## config.mk

```make
export PLATFORM = sky130hd
export DESIGN_NAME = rtc_wakeup_timer
export DESIGN_NICKNAME = d
export VERILOG_FILES = /design/src/wakeup_timer_pkg.sv /design/src/rtc_wakeup_timer.sv /design/src/rate_divider.sv
export SDC_FILE = /design/constraint.sdc
export NUM_CORES = 1
export LEC_CHECK = 0
export BUFFER_PORTS_ARGS = -buffer_cell sky130_fd_sc_hd__buf_2
export CORE_ASPECT_RATIO = 1.1
export CORE_MARGIN = 10
export CORE_UTILIZATION = 50
export DETAILED_ROUTE_END_ITERATION = 16
export PLACE_DENSITY = 0.68
export SYNTH_ARGS = -nofsm -noshare
export SYNTH_HDL_FRONTEND = slang
export SYNTH_HIERARCHICAL = 1
export SYNTH_SLANG_ARGS = --single-unit
```

## constraint.sdc

```tcl
create_clock -name clock -period 10.9 [get_ports clock]
set_clock_uncertainty 0.15 [all_clocks]
set_input_delay 2.18 -clock clock [delete_from_list [all_inputs] [get_ports clock]]
set_output_delay 2.18 -clock clock [all_outputs]
set_load 0.02 [all_outputs]
```

## src/wakeup_timer_pkg.sv

```systemverilog
// Constants and types shared by the wakeup timer design.
//
// Notes on behaviour
// - Counter is 24 bits, counts up or down
// - Source select chooses divided clock or pin
// - Pin auto-release 488us or 7.812ms, none external
// - External source bypasses filter and edge select; code keeps a two-sample agreement filter
// - Direction bit one means count up
// - Event when up passes preset, down hits zero
// - Preset is the count limit
// - Zero preset: no counting, no event
// - Mode gate limits counting to one mode
// - Gated counter holds value, then resumes
// - Interrupt may route to frequency output pin
// - Start loads 1 up, preset down; reload
// - Event sets flag; enabled flag drives pin low
// - Auto-return disable keeps pin low
// - Suspend freezes counter, resume continues
package wakeup_timer_pkg;

    // ----------------------------------------------------------------
    // Widths and encodings
    // ----------------------------------------------------------------
    localparam int COUNT_WIDTH = 24;
    localparam logic [1:0] SRC_1024HZ = 2'h0;
    localparam logic [1:0] SRC_64HZ = 2'h1;
    localparam logic [1:0] SRC_1HZ = 2'h2;
    localparam logic [1:0] SRC_60S = 2'h3;
    localparam logic [COUNT_WIDTH-1:0] COUNT_ZERO = 24'h000000;
    localparam logic [COUNT_WIDTH-1:0] COUNT_ONE = 24'h000001;

    // ----------------------------------------------------------------
    // Timing
    // ----------------------------------------------------------------
    localparam longint CLOCK_HZ = 200000000;
    localparam longint CLOCK_PERIOD_PS = 5000;
    localparam longint RELEASE_SHORT_NS = 488000;
    localparam longint RELEASE_LONG_NS = 7812000;
    localparam longint RELEASE_SHORT_CYCLES = (RELEASE_SHORT_NS * 1000) / CLOCK_PERIOD_PS;
    localparam longint RELEASE_LONG_CYCLES = (RELEASE_LONG_NS * 1000) / CLOCK_PERIOD_PS;
    localparam longint TICK_1024HZ_CYCLES = CLOCK_HZ / 1024;
    localparam int TICKS_PER_64HZ = 16;
    localparam int TICKS_PER_1HZ = 64;
    localparam int TICKS_PER_60S = 60;

    typedef enum logic [1:0] {
        PIN_IDLE = 2'b00,
        PIN_TIMED = 2'b01,
        PIN_HELD = 2'b10
    } pin_state_e;

endpackage

```

## src/rtc_wakeup_timer.sv

```systemverilog
// Wakeup timer core: source selection, 24-bit counter and interrupt pins.
`timescale 1ns/100ps
`default_nettype none
module rtc_wakeup_timer
    import wakeup_timer_pkg::*;
#(
    parameter int WIDTH = COUNT_WIDTH,
    parameter int BASE_CYCLES = int'(TICK_1024HZ_CYCLES),
    parameter int SHORT_CYCLES = int'(RELEASE_SHORT_CYCLES),
    parameter int LONG_CYCLES = int'(RELEASE_LONG_CYCLES)
) (
    input wire logic clock,
    input wire logic rst_n,
    input wire logic [1:0] sourceSelectField,
    input wire logic externalSourceSelect,
    input wire logic countDirection,
    input wire logic [7:0] presetCountLow,
    input wire logic [7:0] presetCountMid,
    input wire logic [7:0] presetCountHigh,
    input wire logic timerRun,
    input wire logic modeGateEnable,
    input wire logic modeGateSelect,
    input wire logic safeMode,
    input wire logic suspendCount,
    input wire logic autoReturnDisable,
    input wire logic timerIrqEnable,
    input wire logic irqToFreqOut,
    input wire logic flagClear,
    input wire logic extEventPin,
    output logic timerEventFlag,
    output logic [WIDTH-1:0] countValue,
    output logic intPinOut,
    output logic intPinOe,
    output logic freqOutPin
);

    logic tick1024;
    logic tick64;
    logic tick1;
    logic tick60s;
    logic [2:0] extSync_q;
    logic extLevel_q;
    logic extRise;
    logic srcTick;
    logic [WIDTH-1:0] preset;
    logic [WIDTH-1:0] count_q;
    logic running_q;
    logic gateOpen;
    logic countEnable;
    logic timerEvent;
    logic flag_q;
    logic pinLow;
    pin_state_e pinState_q;
    logic [31:0] releaseCount_q;
    logic [31:0] releaseLimit;
    logic freqOut_q;

    rate_divider #(
        .BASE_CYCLES(BASE_CYCLES)
    ) u_rate_divider (
        .clock(clock),
        .rst_n(rst_n),
        .tick1024(tick1024),
        .tick64(tick64),
        .tick1(tick1),
        .tick60s(tick60s)
    );

    // ----------------------------------------------------------------
    // External event pin
    // ----------------------------------------------------------------
    // Synchronised rising edge only: two-sample agreement filter, no edge choice on this path
    always_ff @(posedge clock) begin
        if (!rst_n) begin
            extSync_q <= 3'h0;
            extLevel_q <= 1'b0;
        end else begin
            extSync_q <= {extSync_q[1:0], extEventPin};
            if (extSync_q[1] == extSync_q[2]) begin
                extLevel_q <= extSync_q[2];
            end
        end
    end

    assign extRise = (extSync_q[1] == extSync_q[2]) && extSync_q[2] && !extLevel_q;

    // ----------------------------------------------------------------
    // Source select
    // ----------------------------------------------------------------
    always_comb begin
        srcTick = 1'b0;
        if (externalSourceSelect) begin
            srcTick = extRise;
        end else begin
            case (sourceSelectField)
                SRC_1024HZ: srcTick = tick1024;
                SRC_64HZ: srcTick = tick64;
                SRC_1HZ: srcTick = tick1;
                SRC_60S: srcTick = tick60s;
                default: srcTick = 1'b0;
            endcase
        end
    end

    // ----------------------------------------------------------------
    // Counter
    // ----------------------------------------------------------------
    assign preset = WIDTH'({presetCountHigh, presetCountMid, presetCountLow});
    assign gateOpen = !modeGateEnable || (modeGateSelect == safeMode);
    assign countEnable = running_q && srcTick && gateOpen && !suspendCount
                         && (preset != WIDTH'(COUNT_ZERO));
    assign timerEvent = countEnable && (countDirection ? (count_q >= preset)
                                                        : (count_q == WIDTH'(COUNT_ONE)));

    always_ff @(posedge clock) begin
        if (!rst_n) begin
            running_q <= 1'b0;
            count_q <= '0;
        end else if (!timerRun) begin
            running_q <= 1'b0;
            count_q <= count_q;
        end else if (!running_q) begin
            running_q <= 1'b1;
            count_q <= countDirection ? WIDTH'(COUNT_ONE) : preset;
        end else if (countEnable) begin
            if (countDirection) begin
                count_q <= timerEvent ? WIDTH'(COUNT_ONE) : count_q + WIDTH'(COUNT_ONE);
            end else begin
                count_q <= timerEvent ? preset : count_q - WIDTH'(COUNT_ONE);
            end
        end
    end

    // Preset shows while idle, live count while running
    always_ff @(posedge clock) begin
        if (!rst_n) begin
            countValue <= '0;
        end else begin
            countValue <= running_q ? count_q : preset;
        end
    end

    // ----------------------------------------------------------------
    // Event flag
    // ----------------------------------------------------------------
    // A new event beats a simultaneous clear
    always_ff @(posedge clock) begin
        if (!rst_n) begin
            flag_q <= 1'b0;
        end else if (timerEvent) begin
            flag_q <= 1'b1;
        end else if (flagClear) begin
            flag_q <= 1'b0;
        end
    end

    assign timerEventFlag = flag_q;

    // ----------------------------------------------------------------
    // Interrupt pin timing
    // ----------------------------------------------------------------
    always_comb begin
        releaseLimit = 32'(LONG_CYCLES);
        if (sourceSelectField == SRC_1024HZ) begin
            releaseLimit = 32'(SHORT_CYCLES);
        end
    end

    always_ff @(posedge clock) begin
        if (!rst_n) begin
            pinState_q <= PIN_IDLE;
            releaseCount_q <= '0;
        end else if (!timerIrqEnable || !timerRun || (flagClear && !timerEvent)) begin
            pinState_q <= PIN_IDLE;
            releaseCount_q <= '0;
        end else begin
            case (pinState_q)
                PIN_IDLE: begin
                    if (timerEvent) begin
                        releaseCount_q <= '0;
                        pinState_q <= (autoReturnDisable || externalSourceSelect)
                                      ? PIN_HELD : PIN_TIMED;
                    end
                end
                PIN_TIMED: begin
                    if (timerEvent) begin
                        releaseCount_q <= '0;
                    end else if (releaseCount_q >= releaseLimit - 32'h1) begin
                        pinState_q <= PIN_IDLE;
                    end else begin
                        releaseCount_q <= releaseCount_q + 32'h1;
                    end
                end
                PIN_HELD: pinState_q <= PIN_HELD;
                default: pinState_q <= PIN_IDLE;
            endcase
        end
    end

    assign pinLow = (pinState_q != PIN_IDLE);

    // ----------------------------------------------------------------
    // Output routing
    // ----------------------------------------------------------------
    // Open-drain: drive only the low level
    assign intPinOut = 1'b0;
    assign intPinOe = pinLow && !irqToFreqOut;

    // Active-low request, idles high when routed away
    always_ff @(posedge clock) begin
        if (!rst_n) begin
            freqOut_q <= 1'b1;
        end else begin
            freqOut_q <= !(pinLow && irqToFreqOut);
        end
    end

    assign freqOutPin = freqOut_q;

endmodule
`default_nettype wire

```

## src/rate_divider.sv

```systemverilog
// Divider chain producing one-cycle enable pulses for the source rates.
`timescale 1ns/100ps
`default_nettype none
module rate_divider
    import wakeup_timer_pkg::*;
#(
    parameter int BASE_CYCLES = int'(TICK_1024HZ_CYCLES)
) (
    input wire logic clock,
    input wire logic rst_n,
    output logic tick1024,
    output logic tick64,
    output logic tick1,
    output logic tick60s
);

    logic [31:0] baseCount_q;
    logic [3:0] div16_q;
    logic [5:0] div64_q;
    logic [5:0] div60_q;

    // ----------------------------------------------------------------
    // Base prescaler
    // ----------------------------------------------------------------
    // Free running, so the first tick after a start may come early
    always_ff @(posedge clock) begin
        if (!rst_n) begin
            baseCount_q <= '0;
        end else if (baseCount_q == 32'(BASE_CYCLES - 1)) begin
            baseCount_q <= '0;
        end else begin
            baseCount_q <= baseCount_q + 32'h1;
        end
    end

    assign tick1024 = (baseCount_q == 32'(BASE_CYCLES - 1));
    assign tick64 = tick1024 && (div16_q == 4'(TICKS_PER_64HZ - 1));
    assign tick1 = tick64 && (div64_q == 6'(TICKS_PER_1HZ - 1));
    assign tick60s = tick1 && (div60_q == 6'(TICKS_PER_60S - 1));

    // ----------------------------------------------------------------
    // Cascaded stages
    // ----------------------------------------------------------------
    always_ff @(posedge clock) begin
        if (!rst_n) begin
            div16_q <= '0;
            div64_q <= '0;
            div60_q <= '0;
        end else begin
            if (tick1024) begin
                div16_q <= tick64 ? 4'h0 : div16_q + 4'h1;
            end
            if (tick64) begin
                div64_q <= tick1 ? 6'h00 : div64_q + 6'h01;
            end
            if (tick1) begin
                div60_q <= tick60s ? 6'h00 : div60_q + 6'h01;
            end
        end
    end

endmodule
`default_nettype wire

```

### Yosys cells after proc, flatten, opt, wreduce, memory -nomap -nowiden

Index checks and enable logic that the tools add are counted.
Widths: inputs -> output; s select.

* $add $sub $neg: 8
* order comparisons: 2
* eq/ne operators: 17
* muxes and demuxes: 26
* bitwise operators: 1
* reduce and logical (&&, ||, !) cells: 36

Operators with widths (count)
* $mux 24: 7
* $mux 32: 3
* $add 32x1->32 const B: 2
* $pmux 32 s2: 1
* $eq 32x18->1 const B: 1
* $ge 32x32->1: 1
* $sub 32x1->32 const B: 1
* $add 24x1->24 const B: 1
* $eq 24x1->1 const B: 1
* $ge 24x24->1: 1
* $reduce_bool 24->1: 1
* $sub 24x1->24 const B: 1
* $mux 21: 1
* $logic_and 1x1->1: 13
* $add 6x1->6 const B: 2
* $eq 6x6->1 const B: 2
* $mux 6: 2
* $logic_not 1->1: 8
* $mux 2: 4
* $eq 2x2->1 const B: 3
* $ne 2x2->1 const B: 3
* $pmux 2 s3: 1
* $reduce_and 3->1: 2
* $reduce_bool 2->1: 3
* 14 further kinds: 25

* register bits after elaboration: 137
* bits of input ports: 40
* output and inout bits: 28
* word-level logic and storage cells: 103

### Logic depth before layout (Yosys ltp)

Gate-level depths: netlist (run 1).

* word-level depth: 15
* gate-level depth with buffers: 16
* gate-level depth less buffers: 13

### By module

The synthesis (run 1) kept the hierarchy.

By module, submodules not included
* rtc_wakeup_timer: times used 1, cells an instance 738, area an instance 5889.4 sq um, sequential area each 1781.7 sq um
* rate_divider: times used 1, cells an instance 272, area an instance 2478.6 sq um, sequential area each 960.9 sq um

### Worst setup path after synthesis (run 1)

OpenSTA, ideal clock, no wires.

* kind: input to output
* start: in irqToFreqOut
* end: out intPinOe
* data arrival time: 2.473 ns
* data required time: 8.570 ns
* slack: 6.097 ns
* stages on the path: 1
* path buffers: 0
* path through: nor2_1

* longest elaborated chain between the ends: 2

Ends and longest elaborated chain
* start, declared: RTL line rtc_wakeup_timer.sv:27 `input wire logic irqToFreqOut,`
* $logic_not 1->1: RTL line rtc_wakeup_timer.sv:207 `assign intPinOe = pinLow && !irqToFreqOut;`
* $logic_and 1x1->1: RTL line rtc_wakeup_timer.sv:207
* end, declared: RTL line rtc_wakeup_timer.sv:33 `output logic intPinOe,`

No other way between the ends.

### Worst setup path in the final report (run 1)

* start: in presetCountLow[0]
* end: reg count_q[8]

* longest elaborated chain between the ends: 7
* elaborated cells on any way between the ends: 12
* classes of those cells: order compare (1); eq/ne (1); mux (6); reduce/logical (4)

Ends and longest elaborated chain
* start, declared: RTL line rtc_wakeup_timer.sv:17 `input wire logic [7:0] presetCountLow,`
* $ge 24x24->1 / $reduce_bool 24->1 (equally long branches): RTL line rtc_wakeup_timer.sv:112, rtc_wakeup_timer.sv:111
* $mux 1 / $logic_and 1x1->1 (equally long branches): RTL line rtc_wakeup_timer.sv:112, rtc_wakeup_timer.sv:111
* $logic_and 1x1->1: RTL line rtc_wakeup_timer.sv:112 `assign timerEvent = countEnable && (countDirection ? (count_q >= preset)`
* $mux 24 (on tied branches): RTL line rtc_wakeup_timer.sv:129, rtc_wakeup_timer.sv:127
* $mux 24: RTL line rtc_wakeup_timer.sv:126 `if (countDirection) begin`
* $mux 24: RTL line rtc_wakeup_timer.sv:125 `end else if (countEnable) begin`
* $mux 24: RTL line rtc_wakeup_timer.sv:122 `end else if (!running_q) begin`
* end signal, assigned: RTL line rtc_wakeup_timer.sv:124 `count_q <= countDirection ? WIDTH'(COUNT_ONE) : preset;`
* end signal, assigned: RTL line rtc_wakeup_timer.sv:127 `count_q <= timerEvent ? WIDTH'(COUNT_ONE) : count_q + WIDTH'(COUNT_ONE);`
* end signal, assigned: RTL line rtc_wakeup_timer.sv:129 `count_q <= timerEvent ? preset : count_q - WIDTH'(COUNT_ONE);`
* end, declared: RTL line rtc_wakeup_timer.sv:46 `logic [WIDTH-1:0] count_q;`

Several ways; a longest one is shown, not always the timed one. The select of a mux whose other input is x is not followed.
A chain may end at the register's enable or synchronous reset.

==> results.sh, run 1 <==
export IMPL_synthFlopType="dfxtp_1"
export IMPL_grt_setup_unrepaired="false"
export IMPL_crit_fanout=18
export IMPL_cp_top_family="compound AO/OA/AOI/OAI gates"
export IMPL_async_flop_share_pct=0
export IMPL_cts_tree="done"
export IMPL_dp_hpwl_um=15200
export IMPL_start_util_pct=51.1
export IMPL_slew_headroom_pct=15.8
export IMPL_slowest_delay_ns=0.66
export IMPL_ys_seq_elements=137
export IMPL_clock_latency_ns=0.42
export IMPL_grt_antenna_before_repair=0
export IMPL_cts_setup_buffers=0
export IMPL_postSynthCellCount=1010
export IMPL_synth_distinct_cells=78
export IMPL_avgRoutedWirePerCell_um=17.4
export IMPL_cellLeakagePower_nw=3.58
export IMPL_final_period_utilization_pct=48.5
export IMPL_clock_sinks=137
export IMPL_fin_crit_ns=5.29
export IMPL_postLayoutCoreUtil_pct=56.6
export IMPL_core_rowCount=49
export IMPL_viasPerCell=6.03
export IMPL_cap_violations=0
export IMPL_crit_path_cell_trace="buf_2 -> ha_1 -> nand2b_1 -> a2111oi_0 -> a21oi_1 -> a2111oi_4 -> a21o_1 -> nand2_1 -> a211oi_1 -> o221a_2"
export IMPL_arrival_ns=5.51
export IMPL_drtIter0Drc=597
export IMPL_grt_pass1_vias=7170
export IMPL_clkTransAtPathRegs_ns=0.06
export IMPL_min_path_type="reg2reg"
export IMPL_cts_buffers=17
export IMPL_grt_pass1_wl_um=36100
export IMPL_fp_dieH_um=156
export IMPL_required_ns=11.12
export IMPL_syn_nets=1091
export IMPL_slowest_stage="a21o_1"
export IMPL_n_antenna_cell=0
export IMPL_maxSlewViolCount=0
export IMPL_gp_congestion=0.878
export IMPL_ys_warn_count=6
export IMPL_fin_nets=1117
export IMPL_drt_pass1_iter_count=6
export IMPL_cts_htree_levels=4
export IMPL_ctsLongestPathBuffers=2
export IMPL_hold_violations=0
export IMPL_start_kind="primary input"
export IMPL_layout_common_cells="dfxtp_1, nor2_1, nand2_1"
export IMPL_grt_max_degree=41
export IMPL_yosysSeqAreaShare_pct=32.8
export IMPL_clock_tree_root_cell="clkbuf_16"
export IMPL_powerDensity_nw_per_um2=133
export IMPL_finalSetupViolCount=0
export IMPL_gr_total_overflow=0
export IMPL_drc=0
export IMPL_ioPinCount=68
export IMPL_syn_to_final_growth_pct=10.6
export IMPL_core_area_um2=16400
export IMPL_ant_nets=0
export IMPL_hold_buffers=0
export IMPL_hold_slack_ns=0.284
export IMPL_port_buffers=66
export IMPL_cts_resized=0
export IMPL_fin_setup_tns_ns=0
export IMPL_endpoint_kind="flop"
export IMPL_die_area_um2=22300
export IMPL_wirelength_um=21800
export IMPL_layout_drive_gt1_share_pct=14.1
export IMPL_fmax_mhz=189
export IMPL_vias=7550
export IMPL_track_usage_pct=19.7
export IMPL_crit_buf_inv=1
export IMPL_worst_pin_slew_ns=1.26
export IMPL_synth_area_per_cell_um2=8.29
export IMPL_syn_area_um2=8370
export IMPL_peakVddDrop_mv=0.0916
export IMPL_dieWidth_um=143
export IMPL_critPathKind="in2reg"
export IMPL_outcome="completed"
export IMPL_layout_commonest_cell="dfxtp_1"
export IMPL_synth_edff_count=0
cells in the mapped netlist (3+ instances only):
cell,number,area (um2)
o211a_1,3,30.0
or4_4,3,33.8
xor2_1,18,158
a2111oi_0,3,26.3
o21ai_0,34,170
or4_1,13,97.6
nor4_4,6,128
clkbuf_1,44,165
inv_1,45,169
nand2b_1,8,50.1
ha_1,41,513
buf_2,11,55.1
buf_6,5,56.3
or2_2,3,18.8
nand4_1,18,113
dfxtp_1,137,2740
mux2i_1,28,280
or3_1,15,93.8
o21a_1,9,67.6
a221oi_1,8,70.1
nor2_2,10,62.6
nor2_1,87,327
and4_1,9,78.8
and2_1,16,100
nor3b_1,3,22.5
xnor2_1,36,315
nand3_1,68,340
a21o_1,5,37.5
nand2_1,70,263
nand4b_1,5,43.8
a41o_1,4,40.0
nor3_1,39,195
a21oi_1,48,240
a31oi_1,18,113
nor2b_1,8,50.1
a211oi_1,6,45.0
nor4_1,29,181
a41oi_1,3,26.3
and3_1,22,138
o211ai_1,19,143
a22oi_1,6,45.0
flip-flops by register name, summed over array words and instances, names as in the netlist, 3 cells and up:
name and flops:
countValue 24, extSync_q 3, releaseCount_q 32, u_rate_divider/div16_q 4
u_rate_divider/div64_q 6, u_rate_divider/baseCount_q 32, count_q 24, u_rate_divider/div60_q 6
through the flow:
step / total power, mW / setup WS (ns) / instances / instance area [um2]
floorplan: 0.643 / 6.10 / 1010 / 8370
global placement: 0.685 / 5.33 / 1221 / 8680
detailed placement: 0.686 / 5.24 / 1221 / 8680
CTS: 1.24 / 5.70 / 1253 / 9260
global route: 1.29 / 5.29 / 1253 / 9260
finish: 1.24 / 5.61 / 1253 / 9260
where the power goes:
group	switching (mW)	total [mW]	internal, mW
Sequential	0.0188	0.533	0.514
Clock	0.221	0.559	0.337
Combinational	0.0894	0.144	0.0549
Total	0.329	1.24	0.906
worst register-to-register path, delay by kind of cell (launching register included):
kind,cells,cell delay [ns]
simple gates,7,3.16
mux,1,0.33
flops,1,0.39
fa+ha+maj,1,0.22
compound gates,4,0.86
per-layer routing:
layer / wire (um) / GRT usage, %
met5: 0 / 0
met4: 624 / 8.66
met3: 1210 / 3.96
met2: 10500 / 32.7
met1: 9470 / 24.3
logic make-up after synthesis:
family                     share of synthesized area (%)
and+or+nand+nor                                     30.0
xor gates and xnor gates                            5.65
other                                             0.0448
adders and majority gates                           6.13
buffers and inverters                               5.74
muxes                                               3.75
AOI/OAI and AO/OA                                   15.9
DFF                                                 32.8
final cells by class:
| type | instances | area (um2) |
|---|---|---|
| Clock buffer | 22 | 484 |
| Clock inverter | 10 | 93.8 |
| Fill cell | 1495 | 7110 |
| Inverter | 45 | 169 |
| Multi-Input combinational cell | 764 | 5140 |
| Sequential cell | 137 | 2740 |
| Tap cell | 204 | 255 |
| Timing Repair Buffer | 71 | 368 |
worst paths after layout:
path,start,endpoint,slack [ns],cells past startpoint
worst max-delay path,presetCountLow[0],count_q[8],5.61,10
worst min-delay path,extSync_q[0],extSync_q[1],0.28,1
worst max register to register,u_rate_divider/baseCount_q[0],count_q[19],5.71,13
worst min register to register,extSync_q[0],extSync_q[1],0.28,1
No activity file was read; power rests on OpenSTA's default activity.
==> run 2, diff against run 1 <==
Clock period 10.9 ns to 5.39 ns, I/O delays scaled along.
==> run 2 against run 1 <==
Net effect:
- via count is 1.2% higher
- die area unchanged
- worst setup slack lost 4.6 ns
- global-route usage is 0.25 points higher
- cell count increased by 0.48%
- register-to-register slack got worse by 4.7 ns
- largest cell class unchanged
==> results.sh, run 2 (synthesis gave the netlist of run 1 again) <==
export IMPL_drc=0
export IMPL_dieWidth_um=143
export IMPL_stdcell_area_um2=9280
export IMPL_dp_hpwl_um=15600
export IMPL_endpoint_kind="flop"
export IMPL_cts_buffers=17
export IMPL_outcome="completed"
export IMPL_ioPinCount=68
export IMPL_cts_htree_levels=4
export IMPL_finalSetupViolCount=0
export IMPL_fp_dieH_um=156
export IMPL_clock_sinks=137
export IMPL_ctsLongestPathBuffers=2
export IMPL_grt_use_met2_pct=33.0
export IMPL_grt_antenna_before_repair=0
export IMPL_track_usage_pct=20.0
export IMPL_required_ns=5.56
export IMPL_final_period_utilization_pct=82.1
export IMPL_total_power_mw=2.48
export IMPL_drtIter0Drc=662
export IMPL_ant_nets=0
export IMPL_hold_violations=0
export IMPL_dp_cells=1227
export IMPL_syn_to_final_growth_pct=10.9
export IMPL_worst_pin_slew_ns=0.973
export IMPL_cellLeakagePower_nw=3.59
export IMPL_fin_crit_ns=4.42
export IMPL_cap_violations=0
export IMPL_layout_common_cells="dfxtp_1, nor2_1, nand2_1"
export IMPL_grt_pass1_wl_um=36800
export IMPL_powerDensity_nw_per_um2=267
export IMPL_postLayoutCoreUtil_pct=56.7
export IMPL_dpl_cell_area_um2=8730
export IMPL_layout_cells_non_filler=1259
export IMPL_vias=7644
export IMPL_gp_congestion=0.870
export IMPL_start_kind="flop"
export IMPL_fin_nets=1123
export IMPL_grt_setup_unrepaired="false"
export IMPL_core_area_um2=16400
export IMPL_port_buffers=66
export IMPL_arrival_ns=4.59
export IMPL_cts_setup_buffers=0
export IMPL_hold_slack_ns=0.284
export IMPL_intPower_mw=1.81
export IMPL_reg_largest_list="releaseCount_q: 32 flops, u_rate_divider/baseCount_q: 32 flops"
export IMPL_maxSlewViolCount=0
export IMPL_cts_resized=0
export IMPL_p_clk_share_pct=44.6
export IMPL_n_antenna_cell=0
export IMPL_clock_latency_ns=0.43
export IMPL_hold_buffers=0
export IMPL_peakVddDrop_mv=0.211
export IMPL_drt_pass1_iter_count=5
export IMPL_grt_pass1_vias=7304
export IMPL_power_share_switching_pct=27.1
export IMPL_clkTransAtPathRegs_ns=0.06
export IMPL_fmax_mhz=226
export IMPL_viasPerCell=6.07
export IMPL_grt_use_met3_pct=3.38
export IMPL_die_area_um2=22300
export IMPL_power_switching_mw=0.672
export IMPL_fin_setup_tns_ns=0
export IMPL_crit_fanout=16
export IMPL_layout_commonest_cell="dfxtp_1"
export IMPL_gr_total_overflow=0
export IMPL_core_rowCount=49
export IMPL_pwr_share_seq_pct=43.5
export IMPL_use_met1_pct=25.0
export IMPL_critPathKind="reg2reg"
export IMPL_cts_tree="done"
export IMPL_place_ws_ns=0.936
export IMPL_start_util_pct=51.1
export IMPL_wirelength_um=22000
export IMPL_grt_busiest_layer="met2"
export IMPL_layout_drive_gt1_share_pct=14.6
export IMPL_min_path_type="reg2reg"
export IMPL_grt_max_degree=40
export IMPL_slew_headroom_pct=34.6
export IMPL_avgRoutedWirePerCell_um=17.5
export IMPL_pwr_share_comb_pct=11.9
export IMPL_setup_ws_ns=0.967
export IMPL_clock_tree_root_cell="clkbuf_16"
-- run 2: cell types whose count changed in the layout (fill, tap and decap cells not counted) --
| cell | previous run | this run |
|---|---|---|
| clkinv_2 | 3 | 5 |
| clkinv_4 | 3 | 1 |
| clkinvlp_4 | 3 | 5 |
| buf_4 | 5 | 11 |
| clkbuf_8 | 4 | 2 |
-- run 2: cell type report --
cell class / instances / area (um2)
inverters: 45 / 169
clock inverters: 12 / 101
flip-flops and latches: 137 / 2740
fillers: 1497 / 7090
clock buffers: 20 / 457
well taps: 204 / 255
repair buffers: 77 / 413
multi-input cells: 764 / 5140
-- run 2: power groups by stage --
stage	Sequential (mW)	Combinational (mW)	Clock, mW
final	1.08	0.295	1.11
after global routing	1.08	0.329	1.17
after CTS	1.08	0.294	1.13
after detailed placement	1.10	0.293	0
after global placement	1.10	0.290	0
after floorplan	1.09	0.211	0
-- run 2: routing by layer --
layer  part of all wire (%)  vias to the layer above
met5                      0                        -
met4                    2.6                        0
met3                    5.4                       41
met2                     48                      247
met1                     44                     3591
li1                       -                     3765
-- run 2: path summary, 6_finish.rpt --
kind,startpoint,to,slack (ns),cells past startpoint
setup reg to reg,u_rate_divider/baseCount_q[0],releaseCount_q[23],0.97,13
hold reg to reg,extSync_q[0],extSync_q[1],0.28,1
setup / recovery,u_rate_divider/baseCount_q[0],releaseCount_q[23],0.97,13
hold / removal,extSync_q[0],extSync_q[1],0.28,1
-- run 2: worst max-delay path: stages (launching register included) --
cell,delay (ns)
dfxtp_1,0.39
ha_1,0.22
and3_1,0.31
nand2_1,0.16
or4_1,0.55
nor4_1,0.23
mux4_2,0.34
nor2_1,0.07
a31oi_1,0.27
nand4_2,0.17
a21oi_2,0.46
nand2b_1,0.51
nor2b_1,0.35
o21a_1,0.15
